File: config.mk
export PLATFORM = sky130hd
export DESIGN_NAME = cfg_front
export DESIGN_NICKNAME = d
export VERILOG_FILES = /design/src/hw/cfg_pkg.sv /design/src/hw/cfg_front.sv /design/src/hw/cfg_regmem.sv /design/src/hw/cfg_sync.sv
export SDC_FILE = /design/constraint.sdc
export NUM_CORES = 1
export LEC_CHECK = 0
export ABC_AREA = 1
export BUFFER_PORTS_ARGS = -buffer_cell sky130_fd_sc_hd__buf_2
export CORE_UTILIZATION = 40
export CTS_CLUSTER_SIZE = 40
export DETAILED_ROUTE_END_ITERATION = 10
export PLACE_DENSITY = 0.61
export SETUP_SLACK_MARGIN = 0.05
export SYNTH_ARGS = -nofsm -noshare
export SYNTH_HDL_FRONTEND = slang
export SYNTH_HIERARCHICAL = 1
export SYNTH_SLANG_ARGS = --single-unit
File: constraint.sdc
create_clock -name aclk -period 7.79 [get_ports aclk]
set_input_delay 0 -clock aclk [delete_from_list [all_inputs] [get_ports aclk]]
set_output_delay 0 -clock aclk [all_outputs]
set_load 0.05 [all_outputs]
File: src/hw/cfg_pkg.sv
/*
 * Shared constants and types for the converter configuration front end:
 * the register bus map, serial word layout, strap level codes, the fields
 * of the effective configuration and the power-up timing.
 * Assumes a 25 MHz system clock and a 32-bit AXI4-Lite register bus.
 */
package cfg_pkg;

   ////////////////////////////////////////////////////////////////////////
   // Register bus map.
   localparam int AXI_ADDR_W = 8;
   localparam logic [7:0] OFF_STATUS = 8'h00;
   localparam logic [7:0] OFF_CONFIG = 8'h04;
   localparam logic [7:0] OFF_CTRL = 8'h08;
   localparam logic [7:0] OFF_VIEW_INDEX = 8'h0c;
   localparam logic [7:0] OFF_VIEW_DATA = 8'h10;
   localparam logic [1:0] RESP_OKAY = 2'h0;
   localparam logic [1:0] RESP_SLVERR = 2'h2;

   // Control register fields and reset value.
   localparam int CTRL_ENABLE_BIT = 0;
   localparam int CTRL_CLEAR_BIT = 1;
   localparam logic CTRL_ENABLE_RESET = 1'h1;

   // Status register fields.
   localparam int ST_STRAP_BIT = 0;
   localparam int ST_STABLE_BIT = 1;
   localparam int ST_SELECT_BIT = 2;
   localparam int ST_COUNT_LSB = 8;
   localparam int COUNT_W = 8;

   ////////////////////////////////////////////////////////////////////////
   // Serial word layout: address first, then data, most significant first.
   localparam int WORD_BITS = 16;
   localparam int REG_ADDR_BITS = 5;
   localparam int REG_DATA_BITS = 11;
   localparam logic [3:0] LAST_BIT = 4'hf;
   localparam logic [4:0] REG_MAIN = 5'h00;
   localparam logic [4:0] REG_FORMAT = 5'h0a;
   localparam logic [10:0] REG_DEFAULT = 11'h000;

   // Field positions inside the main and format registers.
   localparam int R0_OBUF_PDN = 10;
   localparam int R0_COARSE = 9;
   localparam int R0_CMOS = 8;
   localparam int R0_REF = 5;
   localparam int R0_SOFT_RESET = 4;
   localparam int R0_CLKOUT_PDN = 2;
   localparam int R0_STBY = 0;
   localparam int RF_STRAIGHT = 10;

   ////////////////////////////////////////////////////////////////////////
   // Strap level codes from the multi-level pin comparators.
   localparam logic [1:0] LVL_GND = 2'h0;
   localparam logic [1:0] LVL_3_8 = 2'h1;
   localparam logic [1:0] LVL_5_8 = 2'h2;
   localparam logic [1:0] LVL_RAIL = 2'h3;

   // Power state chosen by the data and power-down straps.
   typedef enum logic [1:0] {
      PWR_NORMAL = 2'b00,
      PWR_STANDBY = 2'b01,
      PWR_OBUF = 2'b10,
      PWR_GLOBAL = 2'b11
   } cfg_power_e;

   ////////////////////////////////////////////////////////////////////////
   // Power-up timing.
   localparam int CLK_HZ = 25_000_000;
   localparam int POWERUP_TIME_US = 6500;
   localparam int POWERUP_CYCLES = POWERUP_TIME_US * (CLK_HZ / 1_000_000);

   ////////////////////////////////////////////////////////////////////////
   // Effective configuration driven to the converter.
   typedef struct packed {
      logic ref_external;
      logic coarse_gain;
      logic straight_binary;
      logic iface_cmos;
      logic adc_standby;
      logic obuf_pdn;
      logic clkout_pdn;
      logic global_pdn;
   } cfg_out_s;

   // Pins from outside the clock domain, kept together for synchronising.
   typedef struct packed {
      logic reset_pin;
      logic serial_select_n;
      logic serial_clock;
      logic serial_input_line;
      logic power_down;
      logic [1:0] clk_level;
      logic [1:0] sel_level;
   } cfg_pins_s;

endpackage : cfg_pkg

File: src/hw/cfg_front.sv
/*
 * Configuration front end of a data converter: pin-strap decode, the
 * write-only three-wire serial port, soft and hardware register reset,
 * power-up settling flag and an AXI4-Lite slave for supervision.
 * Assumes all pins are asynchronous to aclk and the serial clock is well
 * below half the system clock rate.
 */
// Our own choices: the placing of the registers and the AXI4-Lite interface to the registers.
`timescale 1ns/1ns
`default_nettype none

module cfg_front #(
   parameter int POWERUP_CYCLES = cfg_pkg::POWERUP_CYCLES
) (
   // System clock and synchronous active-low reset.
   input wire logic aclk,
   input wire logic aresetn,
   // AXI4-Lite write address and data.
   input wire logic [cfg_pkg::AXI_ADDR_W-1:0] s_axi_awaddr,
   input wire logic s_axi_awvalid,
   output logic s_axi_awready,
   input wire logic [31:0] s_axi_wdata,
   input wire logic [3:0] s_axi_wstrb,
   input wire logic s_axi_wvalid,
   output logic s_axi_wready,
   // AXI4-Lite write response.
   output logic [1:0] s_axi_bresp,
   output logic s_axi_bvalid,
   input wire logic s_axi_bready,
   // AXI4-Lite read address and data.
   input wire logic [cfg_pkg::AXI_ADDR_W-1:0] s_axi_araddr,
   input wire logic s_axi_arvalid,
   output logic s_axi_arready,
   output logic [31:0] s_axi_rdata,
   output logic [1:0] s_axi_rresp,
   output logic s_axi_rvalid,
   input wire logic s_axi_rready,
   // Converter control pins.
   input wire logic reset_pin,
   input wire logic serial_select_n,
   input wire logic serial_clock,
   input wire logic serial_input_line,
   input wire logic power_down,
   // Strap level codes sensed on the clock and select pins.
   input wire logic [1:0] clk_level,
   input wire logic [1:0] sel_level,
   // Effective configuration and settling flag.
   output cfg_pkg::cfg_out_s cfg,
   output logic output_stable
);
   import cfg_pkg::*;

   localparam int PU_W = $clog2(POWERUP_CYCLES + 1);
   localparam logic [PU_W-1:0] PU_LAST = PU_W'(POWERUP_CYCLES);

   ////////////////////////////////////////////////////////////////////////
   // Pin synchronisation.
   cfg_pins_s pins_raw;
   cfg_pins_s pins;

   assign pins_raw = '{reset_pin: reset_pin,
                       serial_select_n: serial_select_n,
                       serial_clock: serial_clock,
                       serial_input_line: serial_input_line,
                       power_down: power_down,
                       clk_level: clk_level,
                       sel_level: sel_level};

   cfg_sync #(
      .W($bits(cfg_pins_s))
   ) u_sync (
      .aclk(aclk),
      .din(pins_raw),
      .dout(pins)
   );

   ////////////////////////////////////////////////////////////////////////
   // Declarations.
   logic sclk_prev;
   logic [14:0] shift;
   logic [3:0] bit_cnt;
   logic ctrl_enable;
   logic [REG_ADDR_BITS-1:0] view_index;
   logic [COUNT_W-1:0] word_count;
   logic [REG_DATA_BITS-1:0] reg_main;
   logic [REG_DATA_BITS-1:0] reg_format;
   logic [REG_DATA_BITS-1:0] view_data;
   logic [PU_W-1:0] pu_cnt;
   logic aw_held;
   logic w_held;
   logic [AXI_ADDR_W-1:0] aw_addr;
   logic [31:0] w_data;
   logic [3:0] w_strb;

   ////////////////////////////////////////////////////////////////////////
   // Mode and serial word assembly.
   wire strap_mode = pins.reset_pin;
   wire port_open = ~strap_mode & ctrl_enable & ~pins.serial_select_n;
   wire sclk_fall = sclk_prev & ~pins.serial_clock;
   wire shift_now = port_open & sclk_fall;
   wire commit = shift_now & (bit_cnt == LAST_BIT);
   wire [WORD_BITS-1:0] word = {shift, pins.serial_input_line};
   wire [REG_ADDR_BITS-1:0] word_addr = word[WORD_BITS-1:REG_DATA_BITS];
   wire [REG_DATA_BITS-1:0] word_data = word[REG_DATA_BITS-1:0];
   wire soft_reset = commit & (word_addr == REG_MAIN)
                   & word_data[R0_SOFT_RESET];
   wire regs_clear = ~aresetn | pins.reset_pin | soft_reset;
   wire regs_write = commit & ~soft_reset;

   // Sample the serial clock level to find its falling edges.
   always_ff @(posedge aclk) begin
      sclk_prev <= aresetn ? pins.serial_clock : 1'h0;
   end

   // Bit counter restarts whenever the port closes, dropping any tail.
   always_ff @(posedge aclk) begin
      if (!aresetn || !port_open) begin
         bit_cnt <= 4'h0;
      end else if (shift_now) begin
         bit_cnt <= 4'(bit_cnt + 4'h1);
      end
   end

   // Shift register takes one data bit per falling edge.
   always_ff @(posedge aclk) begin
      if (!aresetn) begin
         shift <= 15'h0000;
      end else if (shift_now) begin
         shift <= word[14:0];
      end
   end

   ////////////////////////////////////////////////////////////////////////
   // Register store; the soft reset bit itself is never stored.
   cfg_regmem #(
      .AW(REG_ADDR_BITS),
      .DW(REG_DATA_BITS),
      .INIT(REG_DEFAULT)
   ) u_mem (
      .aclk(aclk),
      .clear(regs_clear),
      .wr_en(regs_write),
      .wr_addr(word_addr),
      .wr_data(word_data),
      .rd_addr(view_index),
      .rd_data(view_data)
   );

   // Live copies of the two registers that steer the outputs.
   always_ff @(posedge aclk) begin
      if (regs_clear) begin
         reg_main <= REG_DEFAULT;
      end else if (regs_write && word_addr == REG_MAIN) begin
         reg_main <= word_data;
      end
   end

   always_ff @(posedge aclk) begin
      if (regs_clear) begin
         reg_format <= REG_DEFAULT;
      end else if (regs_write && word_addr == REG_FORMAT) begin
         reg_format <= word_data;
      end
   end

   ////////////////////////////////////////////////////////////////////////
   // Strap decode.
   wire cfg_power_e power_state = cfg_power_e'({pins.serial_input_line,
                                                pins.power_down});
   wire strap_ref_ext = (pins.clk_level == LVL_3_8)
                      | (pins.clk_level == LVL_5_8);
   wire strap_gain = (pins.clk_level == LVL_5_8)
                   | (pins.clk_level == LVL_RAIL);
   wire strap_binary = (pins.sel_level == LVL_3_8)
                     | (pins.sel_level == LVL_5_8);
   wire strap_cmos = (pins.sel_level == LVL_5_8)
                   | (pins.sel_level == LVL_RAIL);

   cfg_out_s strap_cfg;
   cfg_out_s serial_cfg;

   // Power straps: standby, output buffers only, or global power-down with standby and buffers; clkout_pdn stays low.
   assign strap_cfg = '{ref_external: strap_ref_ext,
                        coarse_gain: strap_gain,
                        straight_binary: strap_binary,
                        iface_cmos: strap_cmos,
                        adc_standby: (power_state == PWR_STANDBY)
                                     | (power_state == PWR_GLOBAL),
                        obuf_pdn: (power_state == PWR_OBUF)
                                  | (power_state == PWR_GLOBAL),
                        clkout_pdn: 1'h0,
                        global_pdn: power_state == PWR_GLOBAL};

   // Serial mode takes every field but global_pdn, held low, from the written registers.
   assign serial_cfg = '{ref_external: reg_main[R0_REF],
                         coarse_gain: reg_main[R0_COARSE],
                         straight_binary: reg_format[RF_STRAIGHT],
                         iface_cmos: reg_main[R0_CMOS],
                         adc_standby: reg_main[R0_STBY],
                         obuf_pdn: reg_main[R0_OBUF_PDN],
                         clkout_pdn: reg_main[R0_CLKOUT_PDN],
                         global_pdn: 1'h0};

   // Configuration output is registered.
   always_ff @(posedge aclk) begin
      if (!aresetn) begin
         cfg <= '0;
      end else begin
         cfg <= strap_mode ? strap_cfg : serial_cfg;
      end
   end

   ////////////////////////////////////////////////////////////////////////
   // Power-up settling counter; data before the flag must be ignored.
   always_ff @(posedge aclk) begin
      if (!aresetn) begin
         pu_cnt <= '0;
         output_stable <= 1'h0;
      end else if (pu_cnt != PU_LAST) begin
         pu_cnt <= PU_W'(pu_cnt + 1'b1);
      end else begin
         output_stable <= 1'h1;
      end
   end

   ////////////////////////////////////////////////////////////////////////
   // AXI4-Lite write path: address and data taken in either order.
   wire wr_fire = aw_held & w_held & ~s_axi_bvalid;
   wire [AXI_ADDR_W-1:0] wr_word = {aw_addr[AXI_ADDR_W-1:2], 2'b00};
   wire wr_ctrl = wr_word == OFF_CTRL;
   wire wr_index = wr_word == OFF_VIEW_INDEX;
   wire wr_ro = (wr_word == OFF_STATUS) | (wr_word == OFF_CONFIG)
              | (wr_word == OFF_VIEW_DATA);
   wire wr_lane0 = wr_fire & w_strb[0];
   wire count_clear = wr_lane0 & wr_ctrl & w_data[CTRL_CLEAR_BIT];

   // Write address channel.
   always_ff @(posedge aclk) begin
      if (!aresetn) begin
         aw_held <= 1'h0;
         s_axi_awready <= 1'h1;
         aw_addr <= '0;
      end else if (s_axi_awvalid && s_axi_awready) begin
         aw_held <= 1'h1;
         s_axi_awready <= 1'h0;
         aw_addr <= s_axi_awaddr;
      end else if (wr_fire) begin
         aw_held <= 1'h0;
      end else if (s_axi_bvalid && s_axi_bready) begin
         s_axi_awready <= 1'h1;
      end
   end

   // Write data channel.
   always_ff @(posedge aclk) begin
      if (!aresetn) begin
         w_held <= 1'h0;
         s_axi_wready <= 1'h1;
         w_data <= 32'h0000_0000;
         w_strb <= 4'h0;
      end else if (s_axi_wvalid && s_axi_wready) begin
         w_held <= 1'h1;
         s_axi_wready <= 1'h0;
         w_data <= s_axi_wdata;
         w_strb <= s_axi_wstrb;
      end else if (wr_fire) begin
         w_held <= 1'h0;
      end else if (s_axi_bvalid && s_axi_bready) begin
         s_axi_wready <= 1'h1;
      end
   end

   // Write response, error on an unmapped address.
   always_ff @(posedge aclk) begin
      if (!aresetn) begin
         s_axi_bvalid <= 1'h0;
         s_axi_bresp <= RESP_OKAY;
      end else if (wr_fire) begin
         s_axi_bvalid <= 1'h1;
         s_axi_bresp <= (wr_ctrl | wr_index | wr_ro) ? RESP_OKAY
                                                    : RESP_SLVERR;
      end else if (s_axi_bready) begin
         s_axi_bvalid <= 1'h0;
      end
   end

   // Software registers: port enable and view index.
   always_ff @(posedge aclk) begin
      if (!aresetn) begin
         ctrl_enable <= CTRL_ENABLE_RESET;
         view_index <= '0;
      end else if (wr_lane0 && wr_ctrl) begin
         ctrl_enable <= w_data[CTRL_ENABLE_BIT];
      end else if (wr_lane0 && wr_index) begin
         view_index <= w_data[REG_ADDR_BITS-1:0];
      end
   end

   // Committed word counter; a clear and a commit in the same cycle leave a count of one.
   always_ff @(posedge aclk) begin
      if (!aresetn) begin
         word_count <= '0;
      end else if (commit) begin
         word_count <= count_clear ? COUNT_W'(1) : COUNT_W'(word_count + 1'b1);
      end else if (count_clear) begin
         word_count <= '0;
      end
   end

   ////////////////////////////////////////////////////////////////////////
   // AXI4-Lite read path.
   wire [AXI_ADDR_W-1:0] rd_word = {s_axi_araddr[AXI_ADDR_W-1:2], 2'b00};
   wire [31:0] status_word = {16'h0000, word_count, 5'h00,
                              port_open, output_stable, strap_mode};
   wire rd_hit = (rd_word == OFF_STATUS) | (rd_word == OFF_CONFIG)
               | (rd_word == OFF_CTRL) | (rd_word == OFF_VIEW_INDEX)
               | (rd_word == OFF_VIEW_DATA);
   wire [31:0] rd_value =
      (rd_word == OFF_STATUS) ? status_word :
      (rd_word == OFF_CONFIG) ? {24'h000000, cfg} :
      (rd_word == OFF_CTRL) ? {31'h00000000, ctrl_enable} :
      (rd_word == OFF_VIEW_INDEX) ? {27'h0000000, view_index} :
      (rd_word == OFF_VIEW_DATA) ? {21'h000000, view_data} :
      32'h0000_0000;

   // One read at a time; data captured when the address is taken.
   always_ff @(posedge aclk) begin
      if (!aresetn) begin
         s_axi_arready <= 1'h1;
         s_axi_rvalid <= 1'h0;
         s_axi_rdata <= 32'h0000_0000;
         s_axi_rresp <= RESP_OKAY;
      end else if (s_axi_arvalid && s_axi_arready) begin
         s_axi_arready <= 1'h0;
         s_axi_rvalid <= 1'h1;
         s_axi_rdata <= rd_value;
         s_axi_rresp <= rd_hit ? RESP_OKAY : RESP_SLVERR;
      end else if (s_axi_rvalid && s_axi_rready) begin
         s_axi_rvalid <= 1'h0;
         s_axi_arready <= 1'h1;
      end
   end

endmodule : cfg_front
`default_nettype wire

File: src/hw/cfg_regmem.sv
/*
 * Small register array holding the serially written configuration words.
 * Assumes one write port, one registered read port and a clear that
 * returns every word to its default in a single cycle.
 */
`timescale 1ns/1ns
`default_nettype none

module cfg_regmem #(
   parameter int AW = 5,
   parameter int DW = 11,
   parameter logic [DW-1:0] INIT = '0
) (
   // Clock and clear to defaults.
   input wire logic aclk,
   input wire logic clear,
   // Write port.
   input wire logic wr_en,
   input wire logic [AW-1:0] wr_addr,
   input wire logic [DW-1:0] wr_data,
   // Registered read port.
   input wire logic [AW-1:0] rd_addr,
   output logic [DW-1:0] rd_data
);

   logic [DW-1:0] mem [2**AW];

   // Clear wins over a write in the same cycle.
   always_ff @(posedge aclk) begin
      for (int i = 0; i < 2**AW; i++) begin
         if (clear) begin
            mem[i] <= INIT;
         end else if (wr_en && wr_addr == AW'(i)) begin
            mem[i] <= wr_data;
         end
      end
   end

   // Read data come out of a register.
   always_ff @(posedge aclk) begin
      if (clear) begin
         rd_data <= INIT;
      end else begin
         rd_data <= mem[rd_addr];
      end
   end

endmodule : cfg_regmem
`default_nettype wire

File: src/hw/cfg_sync.sv
/*
 * Two flip-flop synchroniser of parameterised width.
 * Assumes each bit is an independent level; multi-bit codes that change
 * together may show one mixed sample, which the user must tolerate.
 */
`timescale 1ns/1ns
`default_nettype none

module cfg_sync #(
   parameter int W = 1
) (
   // Clock.
   input wire logic aclk,
   // Asynchronous levels in, synchronised levels out.
   input wire logic [W-1:0] din,
   output logic [W-1:0] dout
);

   logic [W-1:0] meta;

   // First stage feeds only the second stage.
   always_ff @(posedge aclk) begin
      meta <= din;
      dout <= meta;
   end

endmodule : cfg_sync
`default_nettype wire

After elaboration in Yosys (flattened, before gate mapping)
Memory sizes are Yosys's and may differ from the RTL's. A register that Yosys moved wholly into a read port is not among the register bits.
Index checks and enable logic that the tools add are counted.
Storage, ports and cells
  bits in registers: 158
  bits in latches: 0
  bits in writable memories: 352
  ROM bits: 0
  output and inout port bits: 50
  memories: 1
Memories
  u_mem.mem: words 32, bits a word 11, read ports 1, clocked after memory_dff 1, wr ports 32, RTL line cfg_regmem.sv:26  | logic [DW-1:0] mem [2**AW];
Cells by class
  $add $sub $neg: 3
  multipliers: 0
  divide/modulo/power cells: 0
  magnitude comparators: 0
  equality and inequality tests: 52
  shift-type cells: 0
  muxes and demuxes: 154
  bitwise gates (word level): 68
  reductions and logical operators: 57
Operators with widths (count)
  11-bit 2-to-1 mux: 36
  1-bit 2-to-1 mux: 111
  5-bit equality test (second input constant): 16
  1-bit OR: 48
  5-bit by 4-bit equality test with 1-bit output (second input constant): 8
  1-bit logical AND: 39
  8-bit 2-to-1 mux: 4
  6-bit by 2-bit equality test with 1-bit output (second input constant): 4
  5-bit by 3-bit equality test with 1-bit output (second input constant): 4
  18-bit by 1-bit adder with 18-bit output (second input constant): 1
  18-bit != test (second input constant): 1
  8-bit zero test: 2
  16-bit 2-to-1 mux: 1
  2-bit nonzero test: 7
  1-bit bitwise AND: 13
  2-bit equality test (second input constant): 6
  6-bit by 1-bit equality test with 1-bit output (second input constant): 2
  6-bit by 3-bit equality test with 1-bit output (second input constant): 2
  5-bit by 2-bit equality test with 1-bit output (second input constant): 2
  8-bit by 1-bit adder with 8-bit output (second input constant): 1
  2-bit AND reduction: 4
  1-bit inverter: 7
  2-bit by 1-bit equality test with 1-bit output (second input constant): 3
  5-bit by 1-bit equality test with 1-bit output (second input constant): 1
  8 further kinds: 11

Logic depth before layout (Yosys ltp)
  depth in word-level cells: 14
  mapped depth: 13
  depth with buffers taken out: 10

Cells and area by module
The synthesis kept the hierarchy.
By module, submodules not included
  cfg_regmem: instances 1, cells each 1774, area an instance 16734.8 um^2
  cfg_front: instances 1, cells each 640, area an instance 4695.8 um^2
  cfg_sync: instances 1, cells each 18, area an instance 360.3 um^2

Worst setup path before layout
No wires, ideal clock.
  path kind: register to register
  from: reg bit_cnt[0]
  to: mem u_mem.mem[0][0] (enable)
  setup time: 0.394 ns
  data arrival time: 2.263 ns
  setup slack: 5.133 ns
  cell stages (with the launch flop): 10
  buffers on the path: 1
  period minus slack after synthesis: 2.657 ns
  path through: dfxtp_1 ha_1 nand3_1 nand3b_4 a21oi_4 inv_1 nor2_1 inv_1 clkbuf_1 o21ai_0
RTL lines
  start, declared: RTL line cfg_front.sv:81  | logic [3:0] bit_cnt;
  start signal, assigned: RTL line cfg_front.sv:120  | bit_cnt <= 4'(bit_cnt + 4'h1);
  end, declared: RTL line cfg_regmem.sv:26

==> summary.md <==
| Metric | Value |
|---|---|
| Status | finished clean |
| Clk buf depth | 3 |
| Core area | 53810 um^2 |
| Hold buffer count at cts | 51 |
| Hold Path Origin | s_axi_wvalid |
| R2r startpoint | view_index[0]$_SDFFE_PN0P_ |
| Commonest cells in the netlist | nand2_1 (555), nor2_1 (538), edfxtp_1 (352) |
| Routed wl met3 | 3913 um |
| Port-buffer cells | 65 |
| Placer Congestion | 0.8650 |
| Synth top area cells | edfxtp_1 (49%), dfxtp_1 (12%), nand2_1 (9.6%) |
| 1st-pass router iterations | 5 |
| M1 WL | around 24000 um |
| Root buffer cell | clkbuf_16 |
| Post-synth EDFFs | 352 |
| Synth area leader | edfxtp_1 |
| Worst-path clk slew | 0.06 ns |
| Data arrival time of the worst path | about 4.1 ns |
| Max-cap violation count | 0 |
| WL met2 | 25440 um |
| Worst-skew pair later-pin latency | 0.60 ns |
| Std-Cell Rows | between 80 and 90 |
| Starting density of the core | 40.49% |
| Post-DRT Antenna Nets | 0 |
| Kind of end point of the critical path | register |
| 1st-iter DRT viols | around 1300 |
| Reg2reg end | u_mem/rd_data[5]$_SDFF_PP0_ |
| Area Growth Syn to Fin | 12.29% |
| Clk_skew | 0.01814 ns |
| Hold endpoint | w_data[4]$_SDFFE_PN0P_ |
| Peak fanout along the critical path | 75 |
| Required time worst endpoint | 8.21 ns |
| Leak pwr | 9.292 nW |
| TritonCTS clock tree | built |
| IO Count | 118 |
| Number of synthesized register bits | 486 |
| Syn Std Cell Area | 21790 um^2 |
| Setup TNS | 0 ns |
| Achievable frequency | 270.6 MHz |
| Clock Sinks | 486 |
| Worst setup SP type | input pin |
| DR DRC count | 0 |
| Number of global-route vias before repair | 15990 |
| Peak supply drop | 0.1705 mV |
| Register area share after synthesis | 60.82% |
| First-pass GRT wire length | a little under 90000 um |
| Top cell type's share of synthesized area | approximately half |
| Setup slack, reg-to-reg | 4.29 ns |
| Critical path's most frequent cell | inv_2 |
| Setup Fix Bufs, Post-CTS | 0 |
| Synth warn | 6 |
| Slowest cell delay on critical path | 0.82 ns |
| Pwr per Cell Area | 223.3 nW/um^2 |
| Async SR Flop Fraction | 0% |
| Final Slew Violations | 0 |
| Syn avg cell area | 8.960 um^2 |
| Finish-stage setup viols | 0 |
| Worst Tran Pin Value | 1.182 ns |
| Reg2reg path depth | 10 |
| Share of cells above drive strength 1 | 8.270% |
| WP buf/inv | 7 |
| CP delay by family, top | buffers and inverters |
| Kind of critical path | in -> reg |
| Layout net count | roughly 2600 |
| DP HPWL | about 34000 um |
| TritonCTS Buffers | 50 |
| Vias | 16610 |
| Avg Vias per Cell | 5.173 |
| Relative slew slack | 21.18% |
| Total Wirelength | 54900 um |
| Post-CTS sizing | 0 |
| Die area | 55420 um^2 |
| Total GRT Usage | 19.86% |
| Tot Pwr | ~5.5 mW |
| Cell breakdown of the critical path | dlygate4sd3_1, buf_2, buf_4, inv_2, nor2_2, inv_2, nor2_1, inv_1, inv_2, nand3_1, nor2_1 |
| N_diodes | 0 |
| Pin count of the biggest net entering global routing | 90 |
| Period utilisation layout | 47.44% |
| GRT Residual Overflow | 0 |
| Die width | 235.4 um |
| Hold Crit Depth | 4 |
| Slowest stage cell, crit path | inv_2 |
| Area occupied by registers | 13260 um^2 |
| Antenna violations before repair | 0 |
| Min-Delay Path Class | in -> reg |
| RSZ-0062 raised after global routing | no |
| Multi-input gate area | 7146 um^2 |
| Most used DFF post-synth | edfxtp_1 |
| Most frequent cell after synthesis | nand2_1 |
| Final hold vios | 0 |
| Crit path time final | 3.695 ns |
| Wire per inst | 17.10 um |
| Top sig layer | met4 |
| Die height | ~240 um |
| Fillers | 5043 |
| H-tree depth | 2 |
| Synth cell types | 39 |
| Cells after synthesis | about 2400 |
-- sequential cells by signal, indices dropped and copies added, names as in the netlist, 4 cells and up --
register / count
u_mem/rd_data: 11
shift: 15
pu_cnt: 18
bit_cnt: 4
cfg: 8
w_data: 5
u_sync/dout: 9
u_mem/mem: 352
view_index: 5
u_sync/meta: 9
aw_addr: 6
word_count: 8
s_axi_rdata: 16
reg_main: 6
-- cell type report --
class                           count  area share (%)
Tap cell                          696           3.559
Clock inverter                     28          0.9050
Inverter                          114           1.769
Multi-Input combinational cell   1663           29.20
Clock buffer                       64           5.619
Timing Repair Buffer              160           4.766
Sequential cell                   486           54.18
-- cells in the final DEF (no fill, tap or decap), drive strengths merged, types with 13 or more instances in the layout --
cell         Yosys  final
conb             1     18
buf             93    109
nor2           543    543
o21ai          110    110
nand3          318    318
inv            112    115
nand2          559    559
nand4           13     13
clkbuf          93     64
a21oi           60     60
dfxtp          134    134
edfxtp         352    352
clkinv           2     24
dlygate4sd3      0     51
-- cells by family (layout without fill, tap and decap cells) --
| group | after synthesis | count (layout) | share of synthesized area [%] |
|---|---|---|---|
| AND/OR/NAND/NOR | 1450 | 1450 | 27.47 |
| AO/OA/AOI/OAI | 183 | 183 | 4.393 |
| buffers and inverters | 300 | 366 | 6.684 |
| XOR/XNOR | 4 | 4 | 0.1608 |
| other | 1 | 18 | 0.01721 |
| flip-flops | 486 | 486 | 60.82 |
| adder cells (fa/ha/maj) | 8 | 8 | 0.4594 |
-- worst max path at each step --
stage,startpoint,to,slack (ns),cells after the start
3_5_place_dp,aresetn,u_mem/mem[13][1]$_SDFFCE_PN0P_,4.11,10
3_3_place_gp,aresetn,u_mem/mem[13][0]$_SDFFCE_PN0P_,4.25,9
2_1_floorplan,bit_cnt[0]$_SDFFE_PP0P_,u_mem/mem[0][0]$_SDFFCE_PN0P_,5.13,9
6_report,aresetn,u_mem/mem[0][8]$_SDFFCE_PN0P_,4.09,11
4_1_cts,aresetn,u_mem/mem[1][4]$_SDFFCE_PN0P_,4.18,11
5_1_grt,aresetn,u_mem/mem[0][8]$_SDFFCE_PN0P_,3.73,11
-- report_power, final --
part / internal, mW / switching (mW)
Sequential: 2.84 / 0.0294
Clock: 1.34 / 0.991
Combinational: 0.0758 / 0.186
Total: 4.26 / 1.21
-- through the flow --
stage          cells  area [um^2]  utilization [%]  setup slack (ns)  hold slack [ns]
6_report        3211        24470            45.47             4.095          0.03772
2_1_floorplan   2449        21850                -             5.133          0.02772
5_1_grt         3211        24470            45.47             3.734          0.04046
4_1_cts         3211        24470            45.47             4.179        0.0008684
3_3_place_gp    3068        22360            41.56             4.254           0.1029
3_5_place_dp    3068        22360            41.56             4.112           0.1038
-- layer usage --
layer	track usage (%)	up-vias
li1	-	8053
met1	26.31	7876
met2	32.78	589
met3	3.412	91
met4	7.031	0
met5	0	-
-- worst min-delay path: stages --
cell and delay [ns]:
buf_2 0.10, nand2_1 0.22, o21ai_0 0.17, nor2_1 0.10
Power figures use the tool's default switching activity.
